### config.mk
export PLATFORM = sky130hd
export DESIGN_NAME = hs_strap_latch
export DESIGN_NICKNAME = d
export VERILOG_FILES = /design/src/rtl/hs_pkg.sv /design/src/rtl/hs_strap_latch.sv /design/src/rtl/hs_sync2.sv
export VERILOG_INCLUDE_DIRS = /design/src /design/src/rtl
export SDC_FILE = /design/constraint.sdc
export NUM_CORES = 1
export LEC_CHECK = 0
export ABC_CLOCK_PERIOD_IN_PS = 1800
export BUFFER_PORTS_ARGS = -buffer_cell sky130_fd_sc_hd__buf_2
export CORE_MARGIN = 3
export CORE_UTILIZATION = 47
export DETAILED_ROUTE_END_ITERATION = 12
export PLACE_DENSITY = 0.8
export SYNTH_ARGS = -nofsm -noshare
export SYNTH_HDL_FRONTEND = slang
export SYNTH_HIERARCHICAL = 1
export SYNTH_SLANG_ARGS = --single-unit
### constraint.sdc
create_clock -name core_clk_i -period 1.8 [get_ports core_clk_i]
set_clock_uncertainty 0.2 [all_clocks]
set_input_delay 0.45 -clock core_clk_i [delete_from_list [all_inputs] [get_ports core_clk_i]]
set_output_delay 0.45 -clock core_clk_i [all_outputs]
set_load 0.02 [all_outputs]
### src/rtl/hs_defs.svh
`ifndef HS_DEFS_SVH
`define HS_DEFS_SVH

// Width of the synchroniser vector: external reset pin plus seven strap pins.
`define HS_SYNC_W 8

// Bit positions inside the synchroniser vector.
`define HS_BIT_EXT_RST 0
`define HS_BIT_MGMT_LO 1
`define HS_BIT_MGMT_HI 2
`define HS_BIT_EE_TYPE 3
`define HS_BIT_EE_SZ_LO 4
`define HS_BIT_EE_SZ_HI 5
`define HS_BIT_XMII 6
`define HS_BIT_ADDR_SEL 7

// Reset values.
`define HS_SYNC_RST 8'h00
`define HS_VALID_RST 1'h0
`define HS_UNMANAGED_RST 1'h1
`define HS_MODE_OTHER_RST 1'h0
`define HS_MGMT_RST 2'h0
`define HS_EE_TYPE_RST 1'h0
`define HS_EE_SIZE_RST 2'h0
`define HS_XMII_RST 1'h0
`define HS_ADDR_SEL_RST 1'h0

// Management address bases; the address select strap adds to each.
`define HS_VPHY_BASE 5'h00
`define HS_PHY1_BASE 5'h01
`define HS_PHY2_BASE 5'h02

`endif

### src/rtl/hs_pkg.sv
`default_nettype none
`include "hs_defs.svh"

package hs_pkg;

    typedef enum logic [1:0] {
        HS_MGMT_UNMANAGED,
        HS_MGMT_EXT_MDIO,
        HS_MGMT_I2C,
        HS_MGMT_SPI
    } hs_mgmt_mode_t;

    typedef enum logic {
        HS_EE_THREE_WIRE,
        HS_EE_I2C
    } hs_ee_proto_t;

    typedef enum logic {
        HS_XMII_MAC,
        HS_XMII_PHY
    } hs_xmii_role_t;

    typedef enum logic {
        HS_CAP_HOLD,
        HS_CAP_DONE
    } hs_cap_state_t;

    // Management address for one port from its base and the select strap.
    function automatic logic [4:0] hs_phy_addr(input logic [4:0] base, input logic sel);
        hs_phy_addr = base + {4'h0, sel};
    endfunction

endpackage

`default_nettype wire

### src/rtl/hs_strap_latch.sv
// How it works
// - Straps are captured only after power-on reset or the external reset pin.
// - Each strap has its own pin; no loader path can overwrite it.
// - Captured values drive logic directly or serve as register reset defaults.
// - Management mode code: 00 unmanaged, 01 extended MDIO, 10 I2C, 11 SPI.
// - EEPROM kind strap: 0 three-wire protocol, 1 I2C protocol.
// - Two-bit EEPROM capacity strap sets the size range for addressing.
// - Address select strap sets default addresses of both PHYs and virtual PHY.
// - Select 0 gives addresses 0,1,2; select 1 gives 1,2,3.
`timescale 1ns/10ps
`default_nettype none
`include "hs_defs.svh"

module hs_strap_latch import hs_pkg::*; (
    input wire logic core_clk_i,
    input wire logic rst_n_i,
    input wire logic external_reset_n_i,
    input wire logic other_reset_i,
    input wire logic [1:0] mgmt_mode_pin_i,
    input wire logic eeprom_type_pin_i,
    input wire logic [1:0] eeprom_size_pin_i,
    input wire logic xmii_mode_pin_i,
    input wire logic phy_addr_sel_pin_i,
    output logic straps_valid_o,
    output logic [1:0] mgmt_mode_o,
    output logic mode_unmanaged_o,
    output logic mode_ext_mdio_o,
    output logic mode_i2c_o,
    output logic mode_spi_o,
    output logic eeprom_i2c_o,
    output logic [1:0] eeprom_size_o,
    output logic xmii_phy_role_o,
    output logic phy_addr_sel_o,
    output logic [4:0] vphy_addr_o,
    output logic [4:0] phy1_addr_o,
    output logic [4:0] phy2_addr_o
);

    logic [`HS_SYNC_W-1:0] pins_raw;
    logic [`HS_SYNC_W-1:0] pins_s;
    logic ext_rst_n_s;
    logic [1:0] mgmt_s;
    logic ee_type_s;
    logic [1:0] ee_size_s;
    logic xmii_s;
    logic addr_sel_s;
    logic capture;
    hs_cap_state_t state_q;
    hs_mgmt_mode_t mode_dec;

    // All pins share one synchroniser so the straps and the reset pin arrive
    // with the same latency; a strap is never sampled a cycle ahead of reset.
    assign pins_raw[`HS_BIT_EXT_RST] = external_reset_n_i;
    assign pins_raw[`HS_BIT_MGMT_HI:`HS_BIT_MGMT_LO] = mgmt_mode_pin_i;
    assign pins_raw[`HS_BIT_EE_TYPE] = eeprom_type_pin_i;
    assign pins_raw[`HS_BIT_EE_SZ_HI:`HS_BIT_EE_SZ_LO] = eeprom_size_pin_i;
    assign pins_raw[`HS_BIT_XMII] = xmii_mode_pin_i;
    assign pins_raw[`HS_BIT_ADDR_SEL] = phy_addr_sel_pin_i;

    hs_sync2 u_sync (
        .core_clk_i(core_clk_i),
        .rst_n_i(rst_n_i),
        .d_i(pins_raw),
        .q_o(pins_s)
    );

    assign ext_rst_n_s = pins_s[`HS_BIT_EXT_RST];
    assign mgmt_s = pins_s[`HS_BIT_MGMT_HI:`HS_BIT_MGMT_LO];
    assign ee_type_s = pins_s[`HS_BIT_EE_TYPE];
    assign ee_size_s = pins_s[`HS_BIT_EE_SZ_HI:`HS_BIT_EE_SZ_LO];
    assign xmii_s = pins_s[`HS_BIT_XMII];
    assign addr_sel_s = pins_s[`HS_BIT_ADDR_SEL];

    // The capture happens on the first edge where the synchronised reset pin
    // reads released while a capture is pending. Power-on reset leaves the
    // synchronised pin low, so it also lands in HOLD. The other reset input
    // has no path into this logic on purpose.
    assign capture = (state_q == HS_CAP_HOLD) && ext_rst_n_s;

    always_ff @(posedge core_clk_i or negedge rst_n_i) begin
        if (!rst_n_i) begin
            state_q <= HS_CAP_HOLD;
        end else begin
            case (state_q)
                HS_CAP_HOLD: begin
                    if (ext_rst_n_s) begin
                        state_q <= HS_CAP_DONE;
                    end
                end
                HS_CAP_DONE: begin
                    if (!ext_rst_n_s) begin
                        state_q <= HS_CAP_HOLD;
                    end
                end
                default: begin
                    state_q <= HS_CAP_HOLD;
                end
            endcase
        end
    end

    always_ff @(posedge core_clk_i or negedge rst_n_i) begin
        if (!rst_n_i) begin
            straps_valid_o <= `HS_VALID_RST;
        end else begin
            straps_valid_o <= ext_rst_n_s && (capture || straps_valid_o);
        end
    end

    // Management mode, kept both as the raw default code and as decoded lines.
    always_comb begin
        case (mgmt_s)
            HS_MGMT_UNMANAGED: mode_dec = HS_MGMT_UNMANAGED;
            HS_MGMT_EXT_MDIO: mode_dec = HS_MGMT_EXT_MDIO;
            HS_MGMT_I2C: mode_dec = HS_MGMT_I2C;
            HS_MGMT_SPI: mode_dec = HS_MGMT_SPI;
            default: mode_dec = HS_MGMT_UNMANAGED;
        endcase
    end

    always_ff @(posedge core_clk_i or negedge rst_n_i) begin
        if (!rst_n_i) begin
            mgmt_mode_o <= `HS_MGMT_RST;
            mode_unmanaged_o <= `HS_UNMANAGED_RST;
            mode_ext_mdio_o <= `HS_MODE_OTHER_RST;
            mode_i2c_o <= `HS_MODE_OTHER_RST;
            mode_spi_o <= `HS_MODE_OTHER_RST;
        end else if (capture) begin
            mgmt_mode_o <= mode_dec;
            mode_unmanaged_o <= (mode_dec == HS_MGMT_UNMANAGED);
            mode_ext_mdio_o <= (mode_dec == HS_MGMT_EXT_MDIO);
            mode_i2c_o <= (mode_dec == HS_MGMT_I2C);
            mode_spi_o <= (mode_dec == HS_MGMT_SPI);
        end
    end

    // Only the capture edge writes these; no loader input exists.
    always_ff @(posedge core_clk_i or negedge rst_n_i) begin
        if (!rst_n_i) begin
            eeprom_i2c_o <= `HS_EE_TYPE_RST;
            eeprom_size_o <= `HS_EE_SIZE_RST;
        end else if (capture) begin
            eeprom_i2c_o <= (ee_type_s == HS_EE_I2C);
            eeprom_size_o <= ee_size_s;
        end
    end

    always_ff @(posedge core_clk_i or negedge rst_n_i) begin
        if (!rst_n_i) begin
            xmii_phy_role_o <= `HS_XMII_RST;
        end else if (capture) begin
            xmii_phy_role_o <= (xmii_s == HS_XMII_PHY);
        end
    end

    // Addresses are register reset defaults for the management decoders.
    always_ff @(posedge core_clk_i or negedge rst_n_i) begin
        if (!rst_n_i) begin
            phy_addr_sel_o <= `HS_ADDR_SEL_RST;
            vphy_addr_o <= `HS_VPHY_BASE;
            phy1_addr_o <= `HS_PHY1_BASE;
            phy2_addr_o <= `HS_PHY2_BASE;
        end else if (capture) begin
            phy_addr_sel_o <= addr_sel_s;
            vphy_addr_o <= hs_phy_addr(`HS_VPHY_BASE, addr_sel_s);
            phy1_addr_o <= hs_phy_addr(`HS_PHY1_BASE, addr_sel_s);
            phy2_addr_o <= hs_phy_addr(`HS_PHY2_BASE, addr_sel_s);
        end
    end
endmodule // hs_strap_latch

`default_nettype wire

### src/rtl/hs_sync2.sv
`timescale 1ns/10ps
`default_nettype none
`include "hs_defs.svh"

module hs_sync2 import hs_pkg::*; (
    input wire logic core_clk_i,
    input wire logic rst_n_i,
    input wire logic [`HS_SYNC_W-1:0] d_i,
    output logic [`HS_SYNC_W-1:0] q_o
);

    logic [`HS_SYNC_W-1:0] meta_q;

    // The first stage feeds only the second stage.
    always_ff @(posedge core_clk_i or negedge rst_n_i) begin
        if (!rst_n_i) begin
            meta_q <= `HS_SYNC_RST;
            q_o <= `HS_SYNC_RST;
        end else begin
            meta_q <= d_i;
            q_o <= meta_q;
        end
    end

endmodule // hs_sync2

`default_nettype wire

# Yosys cells after proc, flatten, opt, wreduce, memory -nomap -nowiden
# Cells that the tools add are included.
# totals
reg_bits,39
latch_bits,0
ramBits,0
rom_bits,0
input_bits,11
wordCells,31
n_memories,0
# classes
add_sub_neg,2
mul,0
n_div,0
magnitude_cmp,0
n_eq_ne,6
shifts,0
n_mux,2
bitwise_logic,1
n_reduce_logical,5
# ops
operator,count
equality test 2 bit (second input constant),4
case mux 2 bit (4 select lines),1
equality test 2 x 1 -> 1 bit (second input constant),2
logical NOT 2 bit,2
adder 2 x 1 -> 3 bit (first input constant),1
adder 1 x 1 -> 2 bit (first input constant),1
logical AND 1 bit,2
logical OR 1 bit,1
2-to-1 mux 1 bit,1
inverter 1 bit,1

# Longest topological paths before layout
# Gate-level depths: netlist of run 1.
# logic_depth
ltp_word,4
depth_mapped,3
depth_no_buf,2

# Cells and area by module
# The synthesis of run 1 kept the hierarchy.
# modules_own_cells
mod,instances,cells_per_inst,area_per_inst_um2
hs_strap_latch,1,52,700.7
hs_sync2,1,16,400.4

# Least setup slack after synthesis of run 1
# Ideal clock, no wire load.
# synth_timing
path_type,flip-flop to output port
from,"reg, netlist name phy2_addr_o[0]"
to,out phy1_addr_o[1]
t_arrival_ns,0.664
setup_slack_ns,0.486
stages_incl_launch_ff,2
path_buffers,1
cell_sequence,dfrtp_1 > buf_4
# synth_rtl
item,line,source
to (decl),hs_strap_latch.sv:35,"output logic [4:0] phy1_addr_o,"

# Worst setup path after layout of run 1
# layout_timing
from,reg mode_unmanaged_o
to,out mode_unmanaged_o
# layout_rtl
item,line,source
from (decl),hs_strap_latch.sv:26,"output logic mode_unmanaged_o,"
from (signal assigned),hs_strap_latch.sv:124,mode_unmanaged_o <= `HS_UNMANAGED_RST;
from (signal assigned),hs_strap_latch.sv:130,mode_unmanaged_o <= (mode_dec == HS_MGMT_UNMANAGED);
# No word-level cell between the ends.

==> results of run 1 <==
==> kinds of logic after synthesis <==
| logic type | count (synthesis) | share of synthesized area [%] |
|---|---|---|
| AOI/OAI and AO/OA | 1 | 0.6821 |
| buffers and inverters | 18 | 12.39 |
| DFF | 30 | 68.41 |
| muxes | 12 | 14.77 |
| other | 2 | 0.6821 |
| and+or+nand+nor | 5 | 3.067 |
==> worst register-to-register path, stage by stage, from the launching register on <==
cell	delay [ns]
dfrtp_1	0.38
nor2b_4	0.44
mux2_2	0.39
==> worst max path at each step <==
stage / endpoint / start / depth (start not counted)
finish: mode_unmanaged_o / mode_unmanaged_o / 1
global route: mode_unmanaged_o / mode_unmanaged_o / 1
CTS: mode_unmanaged_o / mode_unmanaged_o / 1
detailed placement: eeprom_i2c_o / state_q / 2
global placement: mode_i2c_o / state_q / 2
floorplan: phy1_addr_o[1] / phy2_addr_o[0] / 1
==> power breakdown <==
part | total (uW) | leakage [uW] | internal (uW) | switching (uW)
sequential | 767 | 0.000352 | 736 | 31.2
combinational | 223 | 0.000248 | 89.5 | 134
clock | 391 | 0.0000353 | 189 | 202
==> layer usage <==
| metal | GRT usage, % | vias to the layer above | part of all wire, % |
|---|---|---|---|
| met2 | 18.33 | 30 | 50 |
| met1 | 13.77 | 255 | 39 |
| met5 | 0 | - | 0 |
| met3 | 8.174 | 2 | 9.6 |
| li1 | - | 244 | - |
| met4 | 6.224 | 0 | 0.96 |
==> placed cells by master (no fill, tap or decap), drive strengths merged <==
cell type,synthesis,final
mux2i,2,2
buf,15,25
clkinv,0,1
nor2b,3,3
inv,3,3
a21boi,1,1
dfstp,2,2
clkbuf,0,7
dfrtp,28,28
mux2,10,10
conb,2,11
dlygate4sd3,0,1
nand2,1,1
nor2,1,1
==> state kept, by name (all words and copies together) (netlist names), 2 cells and up <==
register	count
u_sync/meta_q	8
u_sync/q_o	8
eeprom_size_o	2
mgmt_mode_o	2
==> layout make-up <==
type                            count  area (um2)  share of cell area (%)
Tap cell                           27       33.78                   2.727
Inverter                            3       11.26                  0.9091
Multi-Input combinational cell     29       245.2                   19.80
Timing Repair Buffer               26       135.1                   10.91
Clock buffer                        7       55.05                   4.444
Clock inverter                      1       5.005                  0.4040
Sequential cell                    30       753.2                   60.81
==> through the flow <==
step	instances	total power (uW)	cell area (um2)	hold slack (ns)	setup WS (ns)
2_1_floorplan	77	959.9	1135	-0.04559	0.4859
3_3_place_gp	114	997.9	1169	0.1312	0.3180
3_5_place_dp	114	1007	1169	0.1372	0.2727
4_1_cts	123	1406	1239	0.02843	0.1239
5_1_grt	123	1468	1239	0.003691	0.07867
6_report	123	1382	1239	0.04467	0.1442
==> timing repair <==
action	CTS	global route
hold buffers	1	0
buffers inserted	0	0
endpoints found under the setup margin	0	0
resized for setup	0	0
hold endpoints to repair	28	0
==> out/qor.json, run 1 <==
{
  "synth-warning-count": {"value": 6},
  "fillCellCount": {"value": 185},
  "layout.core_utilization": {"value": 59.50, "unit": "%"},
  "synth_cells": {"value": 68},
  "setup_viol": {"value": 0},
  "synth_top_cell_area_share": {"value": 63.64, "unit": "%"},
  "timing.rr.start": {"value": "u_sync/q_o[0]"},
  "die_y": {"value": 54.40, "unit": "um"},
  "timing.final.max_slew_violations": {"value": 0},
  "run_status": {"value": "finished, final reports clean"},
  "detail_route.wirelength": {"value": 1464, "unit": "um"},
  "vias": {"value": 531},
  "power.static_leakage": {"value": 0.0006358, "unit": "uW"},
  "floorplan.core_area": {"value": 2082, "unit": "um2"},
  "fp-row-count": {"value": 16},
  "synthTopCellsByArea": {"value": "dfrtp_1, mux2_4, buf_4, dfstp_2, mux2_2"},
  "post_synth_num_cell_types": {"value": 14},
  "max_freq": {"value": 603.9, "unit": "MHz"},
  "cts.sink_count": {"value": 30},
  "maxCapViolCount": {"value": 0},
  "cpMaxStageDelayCell": {"value": "dfstp_2"},
  "wire_per_inst": {"value": 11.90, "unit": "um"},
  "place.port_buffers": {"value": 25},
  "globalRouteTotalUtil": {"value": 12.46, "unit": "%"},
  "antenna_violations_before_repair": {"value": 0},
  "ys_seq_elements": {"value": 30},
  "worst_pin_slew": {"value": 0.6157, "unit": "ns"},
  "syn2layout_area_growth": {"value": 12.50, "unit": "%"},
  "period_share": {"value": 91.99, "unit": "%"},
  "synth.top_cells.by_count": {"value": "dfrtp_1, buf_4, mux2_4"},
  "largest_stage_delay_on_the_critical_path": {"value": 0.54, "unit": "ns"},
  "timing.hold.worst.class": {"value": "in2reg"},
  "drive_above_1_share": {"value": 46.88, "unit": "%"},
  "reg_to_reg_slack_setup": {"value": 0.28, "unit": "ns"},
  "number_of_synthesized_flops_with_an_enable_pin": {"value": 0},
  "critical_path_class": {"value": "reg2out"},
  "report.final.hold_viol_count": {"value": 0},
  "drcViolationCount": {"value": 0},
  "synth_sequential_area_ratio": {"value": 68.41, "unit": "%"},
  "hold_depth": {"value": 1},
  "setup_tns": {"value": 0, "unit": "ns"},
  "tritoncts": {"value": "yes"},
  "antennaDiodeCount": {"value": 0},
  "yosys.area.top_type": {"value": "dfrtp_1"},
  "timing.hold.worst.start": {"value": "mgmt_mode_pin_i[0]"},
  "finalWorstPathRequiredPeriod": {"value": 1.656, "unit": "ns"},
  "design.portCount": {"value": 38},
  "timing.rr.end": {"value": "eeprom_i2c_o"},
  "vias_per_cell": {"value": 4.317},
  "clkSlewWorstSetupHoldPaths": {"value": 0.09, "unit": "ns"},
  "first_global_vias": {"value": 525},
  "synth_most_common_cell": {"value": "dfrtp_1"},
  "grt_remaining_overflow": {"value": 0},
  "synthArstFlopShare": {"value": 100.0, "unit": "%"},
  "cp.buffers_inverters": {"value": 1},
  "clock_insertion_delay_worst_skew": {"value": 0.31, "unit": "ns"},
  "arrival": {"value": 1.01, "unit": "ns"},
  "floorplan.initialDensity": {"value": 52.88, "unit": "%"},
  "path_delay_family": {"value": "flip-flops"},
  "first_pass_iters": {"value": 2},
  "finish.net_count": {"value": 106},
  "data_required_time_of_the_critical_path": {"value": 1.15, "unit": "ns"},
  "timing.reg2reg.worst_path_depth": {"value": 2},
  "grt_pass1_wl": {"value": 2366, "unit": "um"},
  "drt_iter0_drc": {"value": 1},
  "routabilityCongestion": {"value": 0.6255},
  "postSynth.topFlopCell": {"value": "dfrtp_1"},
  "design.die.area": {"value": 2959, "unit": "um2"},
  "min_to": {"value": "u_sync/meta_q[1]"},
  "clockRootBuffer": {"value": "clkbuf_4"},
  "largest_net_degree_at_the_start_of_global_routing": {"value": 31},
  "ir_worst_vdd": {"value": 0.6597, "unit": "mV"},
  "critPathCaptureType": {"value": "output pin"},
  "mean_post_synth_cell_area": {"value": 16.19, "unit": "um2"},
  "cellPowerDensity": {"value": 1115, "unit": "nW/um2"},
  "crit_chain": {"value": "buf_2"},
  "worstSetupStartpointType": {"value": "register"},
  "detail-route-antenna-nets": {"value": 0},
  "cts_htree_levels": {"value": 2},
  "slew_headroom": {"value": 58.95, "unit": "%"},
  "cts_buffers": {"value": 5},
  "grt_setup_unrepaired": {"value": "false"},
  "die_x": {"value": 54.40, "unit": "um"},
  "path_max_fanout": {"value": 2},
  "clockBufferDepth": {"value": 2},
  "syn-cell-area": {"value": 1101, "unit": "um2"}
}
Note: power is estimated with default switching activity, not from simulation.
==> run 2: changes to the inputs <==
--- a/config.mk
+++ b/config.mk
@@ -6,12 +6,12 @@
 export SDC_FILE = /design/constraint.sdc
 export NUM_CORES = 1
 export LEC_CHECK = 0
-export ABC_CLOCK_PERIOD_IN_PS = 1800
+export ABC_CLOCK_PERIOD_IN_PS = 2070
 export BUFFER_PORTS_ARGS = -buffer_cell sky130_fd_sc_hd__buf_2
 export CORE_MARGIN = 3
-export CORE_UTILIZATION = 47
+export CORE_UTILIZATION = 51
 export DETAILED_ROUTE_END_ITERATION = 12
-export PLACE_DENSITY = 0.8
+export PLACE_DENSITY = 0.85
 export SYNTH_ARGS = -nofsm -noshare
 export SYNTH_HDL_FRONTEND = slang
 export SYNTH_HIERARCHICAL = 1
==> constraint.sdc (replaced) <==
create_clock -name core_clk_i -period 2.07 [get_ports core_clk_i]
set_clock_uncertainty 0.2 [all_clocks]
set_input_delay 0.5175 -clock core_clk_i [delete_from_list [all_inputs] [get_ports core_clk_i]]
set_output_delay 0.5175 -clock core_clk_i [all_outputs]
set_load 0.02 [all_outputs]
==> out/qor.json, run 2 (synthesis results as in run 1) <==
{
  "run_status": {"value": "finished, final reports clean"},
  "crit_chain": {"value": "buf_2"},
  "path_max_fanout": {"value": 2, "change": "unchanged"},
  "arrival": {"value": 1.01, "unit": "ns", "change": "about the same"},
  "finalWorstPathRequiredPeriod": {"value": 1.730, "unit": "ns"},
  "clockBufferDepth": {"value": 2, "change": "unchanged"},
  "largest_stage_delay_on_the_critical_path": {"value": 0.55, "unit": "ns", "change": "about the same"},
  "layout_commonest_cell": {"value": "dfrtp_1"},
  "worst_pin_slew": {"value": 0.6199, "unit": "ns", "change": "+0.004146 ns"},
  "cts_htree_levels": {"value": 2, "change": "unchanged"},
  "cp.buffers_inverters": {"value": 1, "change": "unchanged"},
  "path_delay_family": {"value": "flip-flops"},
  "drive_above_1_share": {"value": 48.42, "unit": "%", "change": "+1.5 points"},
  "dp.final_hpwl": {"value": 1051, "unit": "um"},
  "vias": {"value": 508, "change": "-4.3%"},
  "worstSetupStartpointType": {"value": "register"},
  "setup_viol": {"value": 0, "change": "unchanged"},
  "clkSlewWorstSetupHoldPaths": {"value": 0.09, "unit": "ns", "change": "about the same"},
  "cts.sink_count": {"value": 30, "change": "unchanged"},
  "power.static_leakage": {"value": 0.0006306, "unit": "uW", "change": "-0.82%"},
  "m1WireLength": {"value": 548, "unit": "um", "change": "-4.9%"},
  "cellPowerDensity": {"value": 984.2, "unit": "nW/um2", "change": "-12%"},
  "period_share": {"value": 83.57, "unit": "%"},
  "maxCapViolCount": {"value": 0, "change": "unchanged"},
  "die_y": {"value": 52.47, "unit": "um", "change": "-3.6%"},
  "drcViolationCount": {"value": 0, "change": "unchanged"},
  "die_x": {"value": 52.47, "unit": "um", "change": "-3.6%"},
  "dpl_cell_area": {"value": 1169, "unit": "um2", "change": "unchanged"},
  "detail-route-antenna-nets": {"value": 0, "change": "unchanged"},
  "critPathCaptureType": {"value": "output pin"},
  "area_taken_by_multi_input_logic_gates": {"value": 245.2, "unit": "um2", "change": "unchanged"},
  "detailroute.wirelength.met2": {"value": 716, "unit": "um", "change": "-2.1%"},
  "design.die.area": {"value": 2753, "unit": "um2", "change": "-7.0%"},
  "setup_tns": {"value": 0, "unit": "ns", "change": "unchanged"},
  "floorplan.initialDensity": {"value": 55.00, "unit": "%", "change": "+2.1 points"},
  "vias_per_cell": {"value": 4.164, "change": "-3.5%"},
  "cpMaxStageDelayCell": {"value": "dfstp_2"},
  "grt_remaining_overflow": {"value": 0, "change": "unchanged"},
  "antenna_violations_before_repair": {"value": 0, "change": "unchanged"},
  "largest_registers": {"value": "u_sync/meta_q x8, u_sync/q_o x8"},
  "routed_wire_length_on_met3": {"value": 136, "unit": "um", "change": "-3.5%"},
  "grt_setup_unrepaired": {"value": "false"},
  "critical_path_class": {"value": "reg2out"},
  "first_global_vias": {"value": 463, "change": "-12%"},
  "finish.net_count": {"value": 105, "change": "-0.94%"},
  "drt_iter0_drc": {"value": 1, "change": "unchanged"},
  "timing.final.max_slew_violations": {"value": 0, "change": "unchanged"},
  "timing.hold.worst.class": {"value": "in2async"},
  "clock_insertion_delay_worst_skew": {"value": 0.31, "unit": "ns", "change": "about the same"},
  "syn2layout_area_growth": {"value": 11.93, "unit": "%"},
  "most_frequent_cells_in_the_layout": {"value": "dfrtp_1, buf_2, conb_1"},
  "data_required_time_of_the_critical_path": {"value": 1.35, "unit": "ns", "change": "+0.20 ns"},
  "routabilityCongestion": {"value": 0.6318, "change": "+1.0%"},
  "fp-row-count": {"value": 16, "change": "unchanged"},
  "detail_route.wirelength": {"value": 1441, "unit": "um", "change": "-1.6%"},
  "antennaDiodeCount": {"value": 0, "change": "unchanged"},
  "design.portCount": {"value": 38, "change": "unchanged"},
  "wire_per_inst": {"value": 11.81, "unit": "um", "change": "-0.76%"},
  "fillCellCount": {"value": 164, "change": "-11%"},
  "first_pass_iters": {"value": 3, "change": "+1"},
  "grt_pass1_wl": {"value": 2208, "unit": "um", "change": "-6.7%"},
  "tritoncts": {"value": "yes"},
  "slew_headroom": {"value": 58.67, "unit": "%", "change": "-0.28 points"},
  "clockRootBuffer": {"value": "clkbuf_4"},
  "topmost_layer_with_routed_signal_wires": {"value": "met4"},
  "largest_net_degree_at_the_start_of_global_routing": {"value": 31, "change": "unchanged"},
  "postCtsSetupRepairBufs": {"value": 0, "change": "unchanged"},
  "floorplan.core_area": {"value": 2002, "unit": "um2", "change": "-3.8%"},
  "cts_buffers": {"value": 5, "change": "unchanged"},
  "ir_worst_vdd": {"value": 0.5251, "unit": "mV", "change": "-20%"},
  "final.hold.worst_slack": {"value": 0.01049, "unit": "ns", "change": "-0.03418 ns"},
  "globalRouteTotalUtil": {"value": 12.22, "unit": "%", "change": "-0.25 points"},
  "place.port_buffers": {"value": 25, "change": "unchanged"},
  "finish.instance_area": {"value": 1232, "unit": "um2", "change": "-0.51%"},
  "cts_repair_resize_count": {"value": 0, "change": "unchanged"},
  "max_freq": {"value": 578.1, "unit": "MHz"},
  "final-seq-area": {"value": 753.2, "unit": "um2", "change": "unchanged"},
  "holdBufCountCts": {"value": 0, "change": "-1"},
  "report.final.hold_viol_count": {"value": 0, "change": "unchanged"}
}
run 2: stage by stage:
| stage | util, % | setup WS, ns | power [uW] | instances |
|---|---|---|---|---|
| finish | 61.56 | 0.3402 | 1213 | 122 |
| global route | 61.56 | 0.2860 | 1275 | 122 |
| CTS | 61.56 | 0.3146 | 1233 | 122 |
| detailed placement | 58.38 | 0.5617 | 876.8 | 114 |
| global placement | 58.38 | 0.5914 | 866.7 | 114 |
| floorplan | - | 0.6884 | 834.7 | 77 |
run 2: cell type report:
| class | count | share of cell area [%] |
|---|---|---|
| Sequential cell | 30 | 61.12 |
| Multi-Input combinational cell | 29 | 19.90 |
| Timing Repair Buffer | 25 | 10.15 |
| Clock buffer | 6 | 4.162 |
| Tap cell | 27 | 2.741 |
| Clock inverter | 2 | 1.015 |
| Inverter | 3 | 0.9137 |
run 2: final timing paths:
kind	startpoint	end	slack, ns	cells past startpoint
max in group asynchronous	rst_n_i	u_sync/meta_q[6]	1.25	1
worst max register to register	state_q	eeprom_i2c_o	0.55	2
min in group core_clk_i	eeprom_size_pin_i[0]	u_sync/meta_q[4]	0.11	1
worst min-delay path	rst_n_i	mode_spi_o	0.01	1
worst min register to register	u_sync/meta_q[6]	u_sync/q_o[6]	0.15	0
worst max-delay path	mode_unmanaged_o	mode_unmanaged_o	0.34	1
run 2: per-layer routing:
metal  vias up  track usage [%]
met5         -                0
met4         0            7.660
met1       241            13.71
met3         4            6.838
met2        26            17.77
li1        237                -
run 2: report_power, final:
part	internal, uW	switching (uW)
combinational	76.7	117
clock	163	188
sequential	640	27.6
total	880	333
